`src/design/opc_regs.vh`:
```
// register map, field positions and reset values of the programming slice
`ifndef OPC_REGS_VH
`define OPC_REGS_VH
// byte addresses on the peripheral bus
`define OPC_CTRL_ADDR 32'h4000_8004
`define OPC_STAT_ADDR 32'h4000_8008
`define OPC_CMD_ADDR 32'h4000_8040
`define OPC_IRQS_ADDR 32'h4000_8044
`define OPC_IRQM_ADDR 32'h4000_8048
// reset and constant values
`define OPC_ZERO32 32'h0000_0000
`define OPC_ONE32 32'h0000_0001
`define OPC_ZERO4 4'h0
`define OPC_ZERO13 13'h0000
`define OPC_CTRL_WMASK 32'h0FFF_1FFF
// bit program control fields
`define OPC_ENU 27
`define OPC_BITU 26
`define OPC_ENL 25
`define OPC_BITL 24
`define OPC_BSELU 23
`define OPC_BADRU 22:20
`define OPC_BSELL 19
`define OPC_BADRL 18:16
`define OPC_WADDR 12:0
// controller status fields
`define OPC_NWORDS 28:16
`define OPC_TERR_U 15
`define OPC_TERR_L 14
`define OPC_PERR_U 13
`define OPC_PERR_L 12
`define OPC_FWORDS 11:8
`define OPC_TERROR 3
`define OPC_PERROR 1
// command bits
`define OPC_CMD_PROG 0
`define OPC_CMD_TEST 1
// interrupt bits
`define OPC_IRQ_W 4
`define OPC_IRQ_PDONE 0
`define OPC_IRQ_PERR 1
`define OPC_IRQ_TDONE 2
`define OPC_IRQ_TERR 3
// byte lane base positions, upper one at the top down to lower zero
`define OPC_LANE_UP_ONE 5'h18
`define OPC_LANE_LO_ONE 5'h10
`define OPC_LANE_UP_ZERO 5'h08
`define OPC_LANE_LO_ZERO 5'h00
`endif

```
`src/design/opc_ctrl.v`:
```
// apb control and status slice of the one-time-programmable controller
//
// Chosen here: the APB slave port.
`timescale 1ns/10ps
`include "opc_regs.vh"

// three-stage synchroniser, output follows once stages two and three agree
module opc_sync3 (
  // clock and reset
  input wire pclk,
  input wire presetn,
  // pin side and filtered level
  input wire din,
  output reg dout
);
  reg s1_q;
  reg s2_q;
  reg s3_q;

  // shift chain and agreement filter
  always @(posedge pclk or negedge presetn) begin
    if (!presetn) begin
      s1_q <= 1'b0;
      s2_q <= 1'b0;
      s3_q <= 1'b0;
      dout <= 1'b0;
    end else begin
      s1_q <= din;
      s2_q <= s1_q;
      s3_q <= s2_q;
      if (s2_q == s3_q) begin
        dout <= s3_q;
      end
    end
  end
endmodule // opc_sync3

module opc_ctrl (
  // clock and reset
  input wire pclk,
  input wire presetn,
  // apb slave
  input wire psel,
  input wire penable,
  input wire pwrite,
  input wire [31:0] paddr,
  input wire [31:0] pwdata,
  output reg [31:0] prdata,
  output reg pready,
  output reg pslverr,
  // controller state from the same clock domain
  input wire [12:0] words_left,
  input wire [3:0] fifo_words,
  // macrocell side
  output reg [12:0] mc_addr,
  output reg [31:0] mc_mask,
  output reg [31:0] mc_data,
  output reg mc_prog_req,
  output reg mc_test_req,
  input wire mc_done,
  input wire mc_fail_upper,
  input wire mc_fail_lower,
  // interrupt
  output reg irq
);
  // one-hot sequencer states
  localparam [4:0] ST_IDLE = 5'b00001;
  localparam [4:0] ST_PROG = 5'b00010;
  localparam [4:0] ST_TEST = 5'b00100;
  localparam [4:0] ST_DROP = 5'b01000;
  localparam [4:0] ST_QUIT = 5'b10000;

  reg [31:0] ctrl_q;
  reg [4:0] state_q;
  reg [4:0] state_d;
  reg perr_u_q;
  reg perr_l_q;
  reg perror_q;
  reg terr_u_q;
  reg terr_l_q;
  reg terror_q;
  reg [12:0] nwords_q;
  reg [3:0] fwords_q;
  reg [`OPC_IRQ_W-1:0] irqs_q;
  reg [`OPC_IRQ_W-1:0] irqm_q;
  reg [`OPC_IRQ_W-1:0] ev_d;
  reg [31:0] rdata_d;
  reg hit_d;
  reg [31:0] mask_d;
  reg [31:0] data_d;
  reg [4:0] upos;
  reg [4:0] lpos;
  wire done_f;
  wire fail_u_f;
  wire fail_l_f;
  wire acc;
  wire wr;
  wire start_prog;
  wire start_test;
  wire any_en;
  integer i;

  // pins from the macrocells cross in from outside the clock domain
  opc_sync3 u_sync_done (
    .pclk(pclk),
    .presetn(presetn),
    .din(mc_done),
    .dout(done_f)
  );
  opc_sync3 u_sync_fu (
    .pclk(pclk),
    .presetn(presetn),
    .din(mc_fail_upper),
    .dout(fail_u_f)
  );
  opc_sync3 u_sync_fl (
    .pclk(pclk),
    .presetn(presetn),
    .din(mc_fail_lower),
    .dout(fail_l_f)
  );

  // a transfer completes at the edge where pready is sampled high
  assign acc = psel & penable & pready;
  assign wr = acc & pwrite & ~pslverr;
  assign start_prog = wr && (paddr == `OPC_CMD_ADDR) &&
    pwdata[`OPC_CMD_PROG] && (state_q == ST_IDLE);
  assign start_test = wr && (paddr == `OPC_CMD_ADDR) &&
    pwdata[`OPC_CMD_TEST] && !pwdata[`OPC_CMD_PROG] &&
    (state_q == ST_IDLE);
  assign any_en = ctrl_q[`OPC_ENU] | ctrl_q[`OPC_ENL];

  // bit positions inside the word, upper one down to lower zero
  always @* begin
    upos = (ctrl_q[`OPC_BSELU] ? `OPC_LANE_UP_ONE : `OPC_LANE_UP_ZERO) +
      {2'b00, ctrl_q[`OPC_BADRU]};
    lpos = (ctrl_q[`OPC_BSELL] ? `OPC_LANE_LO_ONE : `OPC_LANE_LO_ZERO) +
      {2'b00, ctrl_q[`OPC_BADRL]};
  end

  // program mask and value, one bit per enabled 16-bit bank
  always @* begin
    mask_d = `OPC_ZERO32;
    data_d = `OPC_ZERO32;
    for (i = 0; i < 32; i = i + 1) begin
      if (ctrl_q[`OPC_ENU] && (upos == i[4:0])) begin
        mask_d[i] = 1'b1;
        data_d[i] = ctrl_q[`OPC_BITU];
      end
      if (ctrl_q[`OPC_ENL] && (lpos == i[4:0])) begin
        mask_d[i] = 1'b1;
        data_d[i] = ctrl_q[`OPC_BITL];
      end
    end
  end

  // sequencer next state and events
  always @* begin
    state_d = state_q;
    ev_d = {`OPC_IRQ_W{1'b0}};
    case (state_q)
      ST_IDLE: begin
        if (start_prog && any_en) begin
          state_d = ST_PROG;
        end else if (start_prog) begin
          ev_d[`OPC_IRQ_PDONE] = 1'b1; // no bank enabled, nothing to do
        end else if (start_test) begin
          state_d = ST_TEST;
        end
      end
      ST_PROG: begin
        if (done_f) begin
          state_d = ST_DROP;
          ev_d[`OPC_IRQ_PDONE] = 1'b1;
          ev_d[`OPC_IRQ_PERR] = (ctrl_q[`OPC_ENU] & fail_u_f) |
            (ctrl_q[`OPC_ENL] & fail_l_f);
        end
      end
      ST_TEST: begin
        if (done_f) begin
          state_d = ST_DROP;
          ev_d[`OPC_IRQ_TDONE] = 1'b1;
          ev_d[`OPC_IRQ_TERR] = fail_u_f | fail_l_f;
        end
      end
      ST_DROP: begin
        state_d = ST_QUIT;
      end
      ST_QUIT: begin
        if (!done_f) begin
          state_d = ST_IDLE;
        end
      end
      default: begin
        state_d = ST_IDLE;
      end
    endcase
  end

  // sequencer, macrocell request and error capture
  always @(posedge pclk or negedge presetn) begin
    if (!presetn) begin
      state_q <= ST_IDLE;
      mc_addr <= `OPC_ZERO13;
      mc_mask <= `OPC_ZERO32;
      mc_data <= `OPC_ZERO32;
      mc_prog_req <= 1'b0;
      mc_test_req <= 1'b0;
      perr_u_q <= 1'b0;
      perr_l_q <= 1'b0;
      perror_q <= 1'b0;
      terr_u_q <= 1'b0;
      terr_l_q <= 1'b0;
      terror_q <= 1'b0;
    end else begin
      state_q <= state_d;
      if (start_prog && any_en) begin
        mc_addr <= ctrl_q[`OPC_WADDR];
        mc_mask <= mask_d;
        mc_data <= data_d;
        mc_prog_req <= 1'b1;
      end
      if (start_test) begin
        mc_test_req <= 1'b1;
      end
      if (state_q == ST_PROG && done_f) begin
        mc_prog_req <= 1'b0;
        perr_u_q <= ctrl_q[`OPC_ENU] & fail_u_f;
        perr_l_q <= ctrl_q[`OPC_ENL] & fail_l_f;
        perror_q <= ev_d[`OPC_IRQ_PERR];
      end
      if (state_q == ST_TEST && done_f) begin
        mc_test_req <= 1'b0;
        terr_u_q <= fail_u_f;
        terr_l_q <= fail_l_f;
        terror_q <= ev_d[`OPC_IRQ_TERR];
      end
    end
  end

  // register views of the controller counters
  always @(posedge pclk or negedge presetn) begin
    if (!presetn) begin
      nwords_q <= `OPC_ZERO13;
      fwords_q <= `OPC_ZERO4;
    end else begin
      nwords_q <= words_left;
      fwords_q <= fifo_words;
    end
  end

  // read mux and address decode
  always @* begin
    rdata_d = `OPC_ZERO32;
    hit_d = 1'b1;
    case (paddr)
      `OPC_CTRL_ADDR: begin
        rdata_d = ctrl_q;
      end
      `OPC_STAT_ADDR: begin
        rdata_d[`OPC_NWORDS] = nwords_q;
        rdata_d[`OPC_TERR_U] = terr_u_q;
        rdata_d[`OPC_TERR_L] = terr_l_q;
        rdata_d[`OPC_PERR_U] = perr_u_q;
        rdata_d[`OPC_PERR_L] = perr_l_q;
        rdata_d[`OPC_FWORDS] = fwords_q;
        rdata_d[`OPC_TERROR] = terror_q;
        rdata_d[`OPC_PERROR] = perror_q;
      end
      `OPC_CMD_ADDR: begin
        rdata_d[`OPC_CMD_PROG] = mc_prog_req;
        rdata_d[`OPC_CMD_TEST] = mc_test_req;
      end
      `OPC_IRQS_ADDR: begin
        rdata_d[`OPC_IRQ_W-1:0] = irqs_q;
      end
      `OPC_IRQM_ADDR: begin
        rdata_d[`OPC_IRQ_W-1:0] = irqm_q;
      end
      default: begin
        hit_d = 1'b0;
      end
    endcase
  end

  // apb answer: one wait state, data and error valid with pready
  always @(posedge pclk or negedge presetn) begin
    if (!presetn) begin
      pready <= 1'b0;
      pslverr <= 1'b0;
      prdata <= `OPC_ZERO32;
    end else begin
      if (psel && penable && !pready) begin
        pready <= 1'b1;
        pslverr <= ~hit_d;
        prdata <= pwrite ? `OPC_ZERO32 : rdata_d;
      end else begin
        pready <= 1'b0;
        pslverr <= 1'b0;
        prdata <= `OPC_ZERO32;
      end
    end
  end

  // software registers; control is frozen while a sequence runs
  always @(posedge pclk or negedge presetn) begin
    if (!presetn) begin
      ctrl_q <= `OPC_ZERO32;
      irqm_q <= {`OPC_IRQ_W{1'b0}};
    end else begin
      if (wr && paddr == `OPC_CTRL_ADDR && state_q == ST_IDLE) begin
        ctrl_q <= pwdata & `OPC_CTRL_WMASK;
      end
      if (wr && paddr == `OPC_IRQM_ADDR) begin
        irqm_q <= pwdata[`OPC_IRQ_W-1:0];
      end
    end
  end

  // sticky events, write one to clear, a new event beats the clear
  always @(posedge pclk or negedge presetn) begin
    if (!presetn) begin
      irqs_q <= {`OPC_IRQ_W{1'b0}};
      irq <= 1'b0;
    end else begin
      if (wr && paddr == `OPC_IRQS_ADDR) begin
        irqs_q <= (irqs_q & ~pwdata[`OPC_IRQ_W-1:0]) | ev_d;
      end else begin
        irqs_q <= irqs_q | ev_d;
      end
      irq <= |(irqs_q & irqm_q);
    end
  end
endmodule // opc_ctrl

```
`config.mk`:
```
export PLATFORM = sky130hd
export DESIGN_NAME = opc_ctrl
export DESIGN_NICKNAME = d
export VERILOG_FILES = /design/src/design/opc_ctrl.v
export VERILOG_INCLUDE_DIRS = /design/src /design/src/design
export SDC_FILE = /design/constraint.sdc
export NUM_CORES = 1
export LEC_CHECK = 0
export BUFFER_PORTS_ARGS = -buffer_cell sky130_fd_sc_hd__buf_2
export CAP_MARGIN = 20
export CORE_MARGIN = 2
export CORE_UTILIZATION = 40
export CTS_BUF_LIST = sky130_fd_sc_hd__clkbuf_2 sky130_fd_sc_hd__clkbuf_4 sky130_fd_sc_hd__clkbuf_8
export CTS_CLUSTER_SIZE = 16
export DETAILED_ROUTE_END_ITERATION = 10
export PLACE_DENSITY = 0.67
export SLEW_MARGIN = 40
export SYNTH_ARGS = -nofsm -noshare
export SYNTH_HDL_FRONTEND = slang
export SYNTH_SLANG_ARGS = --single-unit
export TNS_END_PERCENT = 20
```
`constraint.sdc`:
```
create_clock -name pclk -period 3.33 [get_ports pclk]
set_input_delay 0.666 -clock pclk [delete_from_list [all_inputs] [get_ports pclk]]
set_output_delay 0.666 -clock pclk [all_outputs]
set_load 0.01 [all_outputs]
```
==> impl_metrics.toml <==
[placed_design]
pre_cts_slack_ps = 244
post-place-cells = 956
place_area_mm2 = 0.00848
dpl.hpwl_um = 13400
portBuffers = 192
routabilityCongestion = 0.888

[worst_hold_path]
hold_class = "in -> async"

[grt]
antenna_found_initial = 2
first_global_vias = 5569
gr-total-overflow = 0
grt_max_degree = 94
grt_first_pass_wirelength_um = 30500
grt_usage = 0.202

[timing]
hold_viol = 0
drv_slew = 0
whs_ps = 193
max_slew_margin = 0.472
tightest_slew_ps = 790
fmax_mhz = 388
rsz0062_at_grt = "false"
finClkSkew_ps = 13.9
post-route-min-period_ps = 2580
setup_ws_ps = 754
setup_viol = 0
fin_tns_setup_ps = 0
fin_crit_sh = 0.774

[setup_path]
crit_slowest_cell = "or3_2"
cp_max_fo = 41
crit_arrival_ps = 2940
startpoint_type = "primary input"
end_kind = "flop"
critPathBufInv = 2
cp_top_family = "simple AND/OR/NAND/NOR gates"
crit_chain = "buf_2 -> nor4_1 -> nand4_1 -> or3_1 -> or3_2 -> buf_4 -> mux2_2"
path_class = "in -> reg"
cp_slowest_stage_delay_ps = 500
crit_required_ps = 3700

[yosys]
syn_inst = 544
yosysWarnings = 0
yosysTopAreaCellShare = 0.637
synth_edf_count = 0
yosys.area.top_type = "dfrtp_1"
synth-seq-area-share = 0.641
synthTopCellsByArea = "dfrtp_1, mux2_2, a22o_1, nor2_1, a32oi_1"
synth_area_mm2 = 0.00719
synthArstFlopShare = 1.00
ys_ff_latch = 184
syn_area_per_cell_um2 = 13.2
ys.flop_type = "dfrtp_1"
synth_cell_types = 44

[outcome]
status = "completed"

[floorplanning]
die_w_um = 138
initial_utilization = 0.404
ios = 203
fp.coreArea_mm2 = 0.0178
die_y_um = 138
die_area_mm2 = 0.0191
rows = 49

[route]
ant_nets = 0
drtIter0Drc = 315
viasPerCell = 5.34
post_drt_wl_per_cell_um = 19.0
drtPass1Iterations = 5
num_vias = 5283
drt-total-wl_um = 18800
route.detailed.drc = 0

[job]
cap_violations = 0

[pwr]
powerDensity_mw_per_mm2 = 443
ir_drop_mv = 0.254
p_leak_uw = 0.00463

[clock_network]
tritoncts = "built"
clk_pin_slew_ps = 110
numClockSinks = 184
root_buffer = "clkbuf_8"
cts_setup_buffers = 0
clk_path_buf_depth = 2
cts_hold_buf = 0
numCtsBuffers = 17
ctsResizeCount = 0
insertion_delay_ps = 470
htreeDepth = 4

[layout]
final_nets = 835
final_area_mm2 = 0.00887
drive_gt1_frac = 0.424
area_growth_pct = 23.5
final_cells = 989
==> kinds of logic after synthesis <==
family / synth area share
buffers and inverters: 0.0286
flip-flops: 0.641
XOR/XNOR: 0.00244
other: 0.000522
AO/OA/AOI/OAI: 0.108
adder cells (fa/ha/maj): 0.00418
multiplexers: 0.100
AND/OR/NAND/NOR: 0.115
==> layout make-up <==
cell class | count | area, um^2
tap | 229 | 287
multi-input combinational | 322 | 2390
clock buffer | 18 | 241
sequential | 184 | 4610
timing repair buffer | 216 | 1170
inverter | 5 | 18.8
clock inverter | 14 | 155
fill | 1597 | 8900
antenna | 1 | 2.50
==> per-stage QoR <==
stage                     utilization  power (uW)
after detailed placement        0.477        2490
after global routing            0.499        4100
final                           0.499        3930
after floorplan                     -        2370
after CTS                       0.499        3970
after global placement          0.477        2490
==> cell usage in the layout, fill, tap and decap left out, types with 6 or more instances in the layout <==
cell type and instances:
and3_1 9, a32oi_1 18, dfrtp_1 183, a22o_1 45
nor2_1 45, nand4_1 7, nand3_1 6, o21ai_0 6
nor2b_1 8, nand2_1 19, mux2_2 64, and2_1 6
clkbuf_8 18, buf_2 191, nor3_1 9, nor4_1 19
buf_4 22
==> metal layers <==
metal,vias to the layer above,share of wire,global-route usage
met3,19,0.066,0.0572
met2,186,0.50,0.344
li1,2409,-,-
met4,2,0.010,0.0628
met5,-,0.00069,0
met1,2667,0.43,0.251
==> synth_stat cells (3+ instances only) <==
master,instances
nor4_1,19
inv_1,5
buf_6,5
nand2_1,19
a22o_1,45
clkbuf_1,19
maj3_1,3
and2_1,6
nor4b_1,3
buf_4,3
nand4_1,7
buf_1,3
or3_1,6
nor2_1,45
a22oi_1,4
and3_1,9
nand3_1,6
o2bb2ai_1,4
dfrtp_1,183
a21oi_1,5
a21o_1,4
nand2b_1,4
nor2b_1,8
mux2_2,64
or2_2,3
nor3_1,10
nand4b_1,3
buf_2,5
a32oi_1,18
o21ai_0,6
==> final timing paths <==
path	to	cells past startpoint	slack, ps	start
worst min register to register	u_sync_done.s2_q	0	360	u_sync_done.s1_q
worst max-delay path	mc_addr[8]	7	750	paddr[21]
max in group asynchronous	prdata[17]	2	2190	presetn
min in group pclk	u_sync_fu.s1_q	1	290	mc_fail_upper
worst max register to register	mc_data[15]	5	840	state_q[1]
worst min-delay path	u_sync_fl.s1_q	1	190	presetn
==> power breakdown <==
group | internal [uW] | switching (uW) | leakage (uW) | total [uW]
Sequential | 2260 | 15.9 | 0.00249 | 2280
Clock | 575 | 909 | 0.000202 | 1480
Combinational | 66.7 | 105 | 0.00194 | 172
==> registers in the layout (all words and copies together), names as in the netlist, 4 cells and up <==
| signal | cells |
|---|---|
| ctrl_q | 25 |
| fwords_q | 4 |
| irqm_q | 4 |
| irqs_q | 4 |
| mc_addr | 13 |
| mc_data | 32 |
| mc_mask | 32 |
| nwords_q | 13 |
| prdata | 29 |
| state_q | 5 |
==> worst reg2reg max path, cell delays in order (launching register included) <==
cell and delay, ps:
dfrtp_1 500, nor4_1 320, buf_4 190, nand4_1 390
nor4_1 790, a22o_1 240
Power figures use the tool's default switching activity.
